### src/common/ccw_pkg.sv
package ccw_pkg;

  // Legacy socket index of each register; the memory map places them at base + 800h + index
  localparam logic [7:0] IDX_GATE = 8'h06;
  localparam logic [7:0] IDX_IO_CTRL = 8'h07;
  localparam logic [7:0] IDX_IO0_START_LO = 8'h08;
  localparam logic [7:0] IDX_IO0_START_HI = 8'h09;
  localparam logic [7:0] IDX_IO0_END_LO = 8'h0A;
  localparam logic [7:0] IDX_IO0_END_HI = 8'h0B;
  localparam logic [7:0] IDX_IO1_START_LO = 8'h0C;
  localparam logic [7:0] IDX_IO1_START_HI = 8'h0D;
  localparam logic [7:0] IDX_IO1_END_LO = 8'h0E;
  localparam logic [7:0] IDX_IO1_END_HI = 8'h0F;
  localparam logic [7:0] IDX_IO_STRIDE = 8'h04;
  localparam logic [7:0] IDX_LIMIT = 8'h10;
  localparam logic [3:0] MEM_PAGE = 4'h8;

  // Field layout of the window gate register
  localparam int GATE_IO1_BIT = 7;
  localparam int GATE_IO0_BIT = 6;
  localparam int GATE_RSVD_BIT = 5;
  localparam int GATE_MEM_LSB = 0;
  localparam int MEM_WINDOWS = 5;
  localparam logic [7:0] GATE_WRITE_MASK = 8'hDF;
  localparam logic [7:0] GATE_RESET = 8'h00;

  // Field layout of the I/O width and timing register, one nibble per window
  localparam int IO_WINDOWS = 2;
  localparam int IOCTL_NIBBLE = 4;
  localparam int IOCTL_FIXED_WIDTH = 0;
  localparam int IOCTL_FROM_CARD = 1;
  localparam int IOCTL_SHORT_CYCLE = 2;
  localparam int IOCTL_EXTRA_WAIT = 3;
  localparam logic [7:0] IOCTL_RESET = 8'h00;
  localparam logic [7:0] ADDR_RESET = 8'h00;

  // Register access from the host, either by memory offset or by legacy index
  typedef struct packed {
    logic valid;
    logic write;
    logic byMemory;
    logic [11:0] addr;
    logic [7:0] wdata;
  } ccw_reg_req_t;

  typedef struct packed {
    logic ack;
    logic mapped;
    logic [7:0] rdata;
  } ccw_reg_rsp_t;

  // Host cycle aimed at the card; memory window address compares arrive as hits
  typedef struct packed {
    logic valid;
    logic isIo;
    logic isMem;
    logic [15:0] ioAddr;
    logic [MEM_WINDOWS-1:0] memInRange;
  } ccw_cycle_t;

  typedef struct packed {
    logic claim;
    logic [IO_WINDOWS-1:0] ioWindow;
    logic [MEM_WINDOWS-1:0] memWindow;
    logic width16;
    logic extraWait;
    logic shortCycle;
  } ccw_claim_t;

endpackage

### src/logic/ccw_window_gate.sv
`timescale 1ns/100ps

// Behaviour
// - Never claim a cycle to a window whose enable bit is clear.
// - Window enable register resets to zero; all windows start disabled.
// - Enable bit 7 gates I/O window one.
// - Enable bit 6 gates I/O window zero.
// - Enable bit 5 reads zero; writes to it do nothing.
// - Enable bits 4..0 gate memory windows 4..0.
// - Control bit 7 adds one wait state to 16-bit window one accesses.
// - Control bit 6 shortens 8-bit window one accesses to three ISA cycles.
// - Control bit 5 makes the card's width signal decide window one width.
// - Control bit 4 fixes window one width, ignored while bit 5 set.
// - Control bit 3 adds one wait state to 16-bit window zero accesses.
// - Control bit 2 shortens 8-bit window zero accesses to three ISA cycles.
// - Control bit 1 makes the card's width signal decide window zero width.
// - Control bit 0 fixes window zero width, ignored while bit 1 set.
// - Registers reachable at base plus 806h/807h and at index 06h/07h.
// - Each I/O window has 16-bit start and end, split into byte registers.
module ccw_window_gate (
  input wire logic clock,
  input wire logic reset,
  // Register access
  input ccw_pkg::ccw_reg_req_t regReq,
  output ccw_pkg::ccw_reg_rsp_t regRsp,
  // Card cycle decode
  input ccw_pkg::ccw_cycle_t cycleReq,
  input wire logic cardIois16,
  output ccw_pkg::ccw_claim_t cycleClaim,
  // Window enables as seen by the cycle generator
  output logic [7:0] gateState
);
  import ccw_pkg::*;

  // Folds both access paths onto one legacy index; bit 8 flags a mapped register
  function automatic logic [8:0] decodeIndex(input ccw_reg_req_t r);
    logic [7:0] idx;
    logic hit;
    idx = 8'h00;
    hit = 1'b0;
    if (r.byMemory) begin
      idx = {4'h0, r.addr[3:0]};
      hit = (r.addr[11:8] == MEM_PAGE) && (r.addr[7:4] == 4'h0);
    end else begin
      idx = r.addr[7:0];
      hit = (r.addr[11:8] == 4'h0);
    end
    hit = hit && (idx >= IDX_GATE) && (idx < IDX_LIMIT);
    return {hit, idx};
  endfunction

  // Write strobe of one register index, shared by every writable register
  function automatic logic writeStrobe(input logic hitNow, input logic [7:0] idxNow,
    input logic [7:0] target);
    return hitNow && (idxNow == target);
  endfunction

  // Both bounds are inclusive
  function automatic logic inWindow(input logic [15:0] a, input logic [15:0] lo,
    input logic [15:0] hi);
    return (a >= lo) && (a <= hi);
  endfunction

  logic [7:0] gate_reg;
  logic [7:0] ioCtrl_reg;
  logic [7:0] startLo_reg [IO_WINDOWS];
  logic [7:0] startHi_reg [IO_WINDOWS];
  logic [7:0] endLo_reg [IO_WINDOWS];
  logic [7:0] endHi_reg [IO_WINDOWS];
  logic rspAck_reg;
  logic rspMapped_reg;
  logic [7:0] rspData_reg;
  ccw_claim_t claim_reg;
  ccw_claim_t claim_next;
  logic [8:0] dec;
  logic [7:0] readMux;
  logic writeHit;
  logic [IO_WINDOWS-1:0] ioHit;
  logic [IO_WINDOWS-1:0] ioWide;
  logic [IO_WINDOWS-1:0] ioWait;
  logic [IO_WINDOWS-1:0] ioShort;

  assign dec = decodeIndex(regReq);
  assign writeHit = regReq.valid && regReq.write && dec[8];

  // Named fields of the window gate register
  logic ioWindowOneGate;
  logic ioWindowZeroGate;
  logic memoryWindowFourGate;
  logic memoryWindowThreeGate;
  logic memoryWindowTwoGate;
  logic memoryWindowOneGate;
  logic memoryWindowZeroGate;
  logic [IO_WINDOWS-1:0] ioGate;
  logic [MEM_WINDOWS-1:0] memGate;

  assign ioWindowOneGate = gate_reg[GATE_IO1_BIT];
  assign ioWindowZeroGate = gate_reg[GATE_IO0_BIT];
  assign memoryWindowFourGate = gate_reg[GATE_MEM_LSB + 4];
  assign memoryWindowThreeGate = gate_reg[GATE_MEM_LSB + 3];
  assign memoryWindowTwoGate = gate_reg[GATE_MEM_LSB + 2];
  assign memoryWindowOneGate = gate_reg[GATE_MEM_LSB + 1];
  assign memoryWindowZeroGate = gate_reg[GATE_MEM_LSB];
  assign ioGate = {ioWindowOneGate, ioWindowZeroGate};
  assign memGate = {memoryWindowFourGate, memoryWindowThreeGate, memoryWindowTwoGate,
    memoryWindowOneGate, memoryWindowZeroGate};

  // Named fields of the I/O width and timing register
  logic ioOneExtraWait;
  logic ioOneShortCycle;
  logic ioOneWidthFromCard;
  logic ioOneFixedWidth;
  logic ioZeroExtraWait;
  logic ioZeroShortCycle;
  logic ioZeroWidthFromCard;
  logic ioZeroFixedWidth;
  logic [IO_WINDOWS-1:0] extraWaitSel;
  logic [IO_WINDOWS-1:0] shortCycleSel;
  logic [IO_WINDOWS-1:0] fromCardSel;
  logic [IO_WINDOWS-1:0] fixedWidthSel;

  assign ioOneExtraWait = ioCtrl_reg[IOCTL_NIBBLE + IOCTL_EXTRA_WAIT];
  assign ioOneShortCycle = ioCtrl_reg[IOCTL_NIBBLE + IOCTL_SHORT_CYCLE];
  assign ioOneWidthFromCard = ioCtrl_reg[IOCTL_NIBBLE + IOCTL_FROM_CARD];
  assign ioOneFixedWidth = ioCtrl_reg[IOCTL_NIBBLE + IOCTL_FIXED_WIDTH];
  assign ioZeroExtraWait = ioCtrl_reg[IOCTL_EXTRA_WAIT];
  assign ioZeroShortCycle = ioCtrl_reg[IOCTL_SHORT_CYCLE];
  assign ioZeroWidthFromCard = ioCtrl_reg[IOCTL_FROM_CARD];
  assign ioZeroFixedWidth = ioCtrl_reg[IOCTL_FIXED_WIDTH];
  assign extraWaitSel = {ioOneExtraWait, ioZeroExtraWait};
  assign shortCycleSel = {ioOneShortCycle, ioZeroShortCycle};
  assign fromCardSel = {ioOneWidthFromCard, ioZeroWidthFromCard};
  assign fixedWidthSel = {ioOneFixedWidth, ioZeroFixedWidth};

  always_ff @(posedge clock or posedge reset) begin
    if (reset) begin
      gate_reg <= GATE_RESET;
    end else if (writeStrobe(writeHit, dec[7:0], IDX_GATE)) begin
      // Reserved bit stays zero whatever is written
      gate_reg <= regReq.wdata & GATE_WRITE_MASK;
    end
  end

  always_ff @(posedge clock or posedge reset) begin
    if (reset) begin
      ioCtrl_reg <= IOCTL_RESET;
    end else if (writeStrobe(writeHit, dec[7:0], IDX_IO_CTRL)) begin
      ioCtrl_reg <= regReq.wdata;
    end
  end

  // Address byte registers and per-window decode
  genvar w;
  generate
    for (w = 0; w < IO_WINDOWS; w++) begin : gIoWin
      localparam logic [7:0] BASE = IDX_IO0_START_LO + 8'(IDX_IO_STRIDE * w);
      logic [15:0] startAddr;
      logic [15:0] endAddr;
      logic wide;

      always_ff @(posedge clock or posedge reset) begin
        if (reset) begin
          startLo_reg[w] <= ADDR_RESET;
        end else if (writeStrobe(writeHit, dec[7:0], BASE)) begin
          startLo_reg[w] <= regReq.wdata;
        end
      end

      always_ff @(posedge clock or posedge reset) begin
        if (reset) begin
          startHi_reg[w] <= ADDR_RESET;
        end else if (writeStrobe(writeHit, dec[7:0], BASE + 8'h01)) begin
          startHi_reg[w] <= regReq.wdata;
        end
      end

      always_ff @(posedge clock or posedge reset) begin
        if (reset) begin
          endLo_reg[w] <= ADDR_RESET;
        end else if (writeStrobe(writeHit, dec[7:0], BASE + 8'h02)) begin
          endLo_reg[w] <= regReq.wdata;
        end
      end

      always_ff @(posedge clock or posedge reset) begin
        if (reset) begin
          endHi_reg[w] <= ADDR_RESET;
        end else if (writeStrobe(writeHit, dec[7:0], BASE + 8'h03)) begin
          endHi_reg[w] <= regReq.wdata;
        end
      end

      assign startAddr = {startHi_reg[w], startLo_reg[w]};
      assign endAddr = {endHi_reg[w], endLo_reg[w]};
      // Fixed width bit only matters while the card is not sizing the transfer
      assign wide = fromCardSel[w] ? cardIois16 : fixedWidthSel[w];
      assign ioWide[w] = wide;
      assign ioWait[w] = wide && extraWaitSel[w];
      assign ioShort[w] = !wide && shortCycleSel[w];
      assign ioHit[w] = ioGate[w]
        && inWindow(cycleReq.ioAddr, startAddr, endAddr);
    end
  endgenerate

  logic [IO_WINDOWS-1:0] ioPick;
  logic pickWide;
  logic pickWait;
  logic pickShort;

  // Window one wins if both overlap, matching a fixed priority a cycle generator can rely on
  always_comb begin
    ioPick = 2'b00;
    pickWide = 1'b0;
    pickWait = 1'b0;
    pickShort = 1'b0;
    if (ioHit[1]) begin
      ioPick = 2'b10;
      pickWide = ioWide[1];
      pickWait = ioWait[1];
      pickShort = ioShort[1];
    end else if (ioHit[0]) begin
      ioPick = 2'b01;
      pickWide = ioWide[0];
      pickWait = ioWait[0];
      pickShort = ioShort[0];
    end
  end

  always_comb begin
    claim_next = '0;
    if (cycleReq.valid && cycleReq.isIo) begin
      claim_next.claim = |ioHit;
      claim_next.ioWindow = ioPick;
      claim_next.width16 = pickWide;
      claim_next.extraWait = pickWait;
      claim_next.shortCycle = pickShort;
    end else if (cycleReq.valid && cycleReq.isMem) begin
      claim_next.memWindow = cycleReq.memInRange & memGate;
      claim_next.claim = |claim_next.memWindow;
    end
  end

  always_ff @(posedge clock or posedge reset) begin
    if (reset) begin
      claim_reg <= '0;
    end else begin
      claim_reg <= claim_next;
    end
  end

  always_comb begin
    readMux = 8'h00;
    if (dec[8]) begin
      unique case (dec[7:0])
        IDX_GATE: readMux = gate_reg;
        IDX_IO_CTRL: readMux = ioCtrl_reg;
        IDX_IO0_START_LO: readMux = startLo_reg[0];
        IDX_IO0_START_HI: readMux = startHi_reg[0];
        IDX_IO0_END_LO: readMux = endLo_reg[0];
        IDX_IO0_END_HI: readMux = endHi_reg[0];
        IDX_IO1_START_LO: readMux = startLo_reg[1];
        IDX_IO1_START_HI: readMux = startHi_reg[1];
        IDX_IO1_END_LO: readMux = endLo_reg[1];
        IDX_IO1_END_HI: readMux = endHi_reg[1];
        default: readMux = 8'h00;
      endcase
    end
  end

  // Every request is acknowledged next cycle; unmapped ones read zero and write nothing
  always_ff @(posedge clock or posedge reset) begin
    if (reset) begin
      rspAck_reg <= 1'b0;
    end else begin
      rspAck_reg <= regReq.valid;
    end
  end

  always_ff @(posedge clock or posedge reset) begin
    if (reset) begin
      rspMapped_reg <= 1'b0;
    end else begin
      rspMapped_reg <= regReq.valid && dec[8];
    end
  end

  // Writes return zero so a stale read value never rides on a write acknowledge
  always_ff @(posedge clock or posedge reset) begin
    if (reset) begin
      rspData_reg <= 8'h00;
    end else begin
      rspData_reg <= (regReq.valid && !regReq.write) ? readMux : 8'h00;
    end
  end

  always_ff @(posedge clock or posedge reset) begin
    if (reset) begin
      gateState <= GATE_RESET;
    end else begin
      gateState <= gate_reg;
    end
  end

  assign regRsp = '{rspAck_reg, rspMapped_reg, rspData_reg};
  assign cycleClaim = claim_reg;

endmodule // ccw_window_gate

### config.mk
export PLATFORM = sky130hd
export DESIGN_NAME = ccw_window_gate
export DESIGN_NICKNAME = d
export VERILOG_FILES = /design/src/common/ccw_pkg.sv /design/src/logic/ccw_window_gate.sv
export SDC_FILE = /design/constraint.sdc
export NUM_CORES = 1
export LEC_CHECK = 0
export BUFFER_PORTS_ARGS = -buffer_cell sky130_fd_sc_hd__buf_2
export CAP_MARGIN = 20
export CORE_MARGIN = 1
export CORE_UTILIZATION = 45
export CTS_CLUSTER_SIZE = 16
export DETAILED_ROUTE_END_ITERATION = 7
export GPL_TIMING_DRIVEN = 0
export PLACE_DENSITY = 0.66
export SLEW_MARGIN = 10
export SYNTH_ARGS = -nofsm -noshare
export SYNTH_HDL_FRONTEND = slang
export SYNTH_SLANG_ARGS = --single-unit
### constraint.sdc
create_clock -name clock -period 11.3 [get_ports clock]
set_clock_uncertainty 0.1 [all_clocks]
set_input_delay 2.26 -clock clock [delete_from_list [all_inputs] [get_ports clock]]
set_output_delay 2.26 -clock clock [all_outputs]
set_load 0.005 [all_outputs]
==> results by group <==
Finish
  – Filler cells: 1205
  – Commonest non-fill, non-tap cells in the layout: 107 x dfrtp_1, 72 x buf_2, 67 x inv_1
  – Layout area overhead: 14.5%
  – Max reg flops: 32
  – Commonest non-fill, non-tap cell in the layout: dfrtp_1
  – Ant diodes: 0
  – Final design instance area without fill: 7090 µm²
  – Final nets: 776
  – Share of cells above drive strength 1: 0.257

STA
  – Crit path time final: 4.51 ns
  – Worst Slack Setup Final: 6.79 ns
  – Slew margin rel.: 0.310
  – Hold Slack: 0.332 ns
  – FMAX: 0.222 GHz
  – Count of final setup violators: 0
  – Worst slew pin tran: 1.03 ns
  – Final hold violation count: 0
  – Crit share post-route: 0.399
  – Final TNS setup: 0 ns
  – Final Max Tran Viols: 0
  – RSZ-0062 raised after global routing: no

Placement
  – Placed cell areas: 6790 µm²
  – Dpl hpwl: 13000 µm
  – GPL Wtd Cong: 0.943
  – Post-place setup slack: 6.45 ns
  – Input/output buffers: 69

Worst setup path
  – Worst Path Required: 11.44 ns
  – Crit. End Element: register
  – CP Max Fanout: 10
  – Critical Path Source Type: primary input
  – Worst Setup SP: regReq[10]
  – WP data arrival: 4.65 ns
  – Reg2Reg Depth: 9
  – CP Class: primary input to register
  – Worst R2R Start: endHi_reg[6]$_DFFE_PP0P_

Clock network
  – Clock Pin Slew Worst Setup and Hold Paths: 0.07 ns
  – Num CTS Buffers: 9
  – CTS Root Cell: clkbuf_16
  – Post-CTS setup buffer count: 0
  – CTS max path bufs: 2
  – CTS Sinks: 107
  – Hold_buf cts: 0
  – Worst skew pair latency: 0.36 ns
  – H-tree levels: 3
  – CTS tree: yes
  – Post-CTS resize count: 0

Yosys
  – Post-synthesis async set-or-reset flop share: 1.00
  – Synthesized flop and latch total: 107
  – Post-synth EDFFs: 0
  – Most used flip-flop cell after synthesis: dfrtp_1
  – Synth Net Count: 695
  – Cell Area, Synth: 6190 µm²
  – Netlist cell types: 59
  – Cells after synthesis: 581
  – Seq/Total Area, Yosys: 0.432
  – Synth Warn #: 0
  – Syn avg cell area: 10.7 µm²

Global route
  – Overflow after GRT: 0
  – Initial antenna violation count: 0
  – First-pass GRT wire length: 27200 µm
  – All-layer global routing usage: 0.256
  – Vias in the first global route: 4899
  – Largest net degree at the start of global routing: 92

Floorplan
  – Die area: 14200 µm²
  – Core Rows: 42
  – Chip height: 119 µm
  – Die width: 119 µm
  – I/O pin count: 79
  – Initial core utilization: 0.464
  – Core box area: 13300 µm²

Route
  – DRT antenna net count: 0
  – Routed wire length per instance: 20.4 µm
  – First DRT Iteration DRCs: 322
  – Final WL: 17100 µm
  – Via count: 4819
  – First-pass DRT Iterations: 5
  – Number of remaining DRC errors: 0
  – Vias/cell: 5.72

Worst hold path
  – Hold_sp: gate_reg[6]$_DFFE_PP0P_
  – Min-delay worst type: register to register
  – Hold Path Depth: 0

Power and ir drop
  – Leak pwr: 0.00343 µW
  – Design Power: 780 µW
  – Peak supply drop: 113 µV
  – Pwr Density: 110 nW/µm²

Status
  – Status: complete, no violations

Job
  – Max-cap violation count: 0
-- cells by family after synthesis --
| family | count (synthesis) | synth area share |
|---|---|---|
| flops | 107 | 0.432 |
| compound gates | 106 | 0.110 |
| xor+xnor | 1 | 0.00141 |
| buf+inv | 89 | 0.0568 |
| fa+ha+maj | 64 | 0.129 |
| simple gates | 126 | 0.106 |
| other cells | 1 | 0.000605 |
| mux | 87 | 0.163 |
-- synth_stat cells, drive strengths merged (2+ instances only) --
cell	instances	share of area
o22ai	4	0.0040
o21ai	26	0.021
nor3	6	0.0065
a211oi	3	0.0036
nor2b	7	0.0071
a222oi	2	0.0032
mux2	72	0.13
a221oi	7	0.0099
nand4	9	0.0091
a211o	2	0.0028
and3	2	0.0020
o2111ai	2	0.0028
dfrtp	107	0.43
mux2i	11	0.018
nand3	8	0.0085
a21o	5	0.0061
mux4	4	0.015
and2	2	0.0020
a22oi	7	0.0085
buf	14	0.011
ha	64	0.13
nand2	52	0.033
nor2	24	0.015
nor4b	3	0.0053
nor4	4	0.0061
clkbuf	7	0.0046
inv	68	0.041
a21oi	26	0.021
a31oi	6	0.0061
nand2b	2	0.0020
o211ai	7	0.0085
-- path summary, 6_finish.rpt --
check	endpoint	slack, ns
worst max-delay path	endLo_reg[13]$_DFFE_PP0P_	6.79
worst min-delay path	gateState[6]$_DFF_PP0_	0.33
worst max register to register	cycleClaim[10]$_DFF_PP0_	8.60
worst min register to register	gateState[6]$_DFF_PP0_	0.33
max in group asynchronous	endHi_reg[10]$_DFFE_PP0P_	8.69
min in group asynchronous	gateState[7]$_DFF_PP0_	1.73
-- routing by layer --
metal,vias to the layer above,part of all wire,track usage
li1,2228,-,-
met1,2391,0.44,0.345
met2,175,0.46,0.403
met3,25,0.073,0.0718
met4,0,0.018,0.0719
met5,-,0,0
-- stage by stage --
| stage | std cells | utilization |
|---|---|---|
| 6_report | 842 | 0.531 |
| 5_1_grt | 842 | 0.531 |
| 4_1_cts | 842 | 0.531 |
| 3_5_place_dp | 827 | 0.509 |
| 3_3_place_gp | 826 | 0.506 |
| 2_1_floorplan | 581 | - |
-- report_power, final --
group	internal (µW)	total, µW	switching [µW]	leakage [µW]
clock	178	323	146	0.000141
sequential	383	383	0.294	0.00145
combinational	25.3	73.1	47.8	0.00184
total	586	780	194	0.00343
-- critical path, stage by stage --
cell	delay, ns
buf_2	0.17
buf_1	0.55
clkbuf_1	0.62
nor2_1	0.19
nand2_1	0.44
mux2_2	0.40
-- cell type report --
cell class	instances	area (µm²)	share of cell area
plain buffers	21	96.3	0.0136
clock buffers	10	239	0.0337
clock inverters	5	62.6	0.00882
inverters	68	260	0.0367
multi-input cells	385	3160	0.446
flip-flops and latches	107	2680	0.377
well taps	176	220	0.0310
repair buffers	70	373	0.0526
No activity file was read; power rests on OpenSTA's default activity.
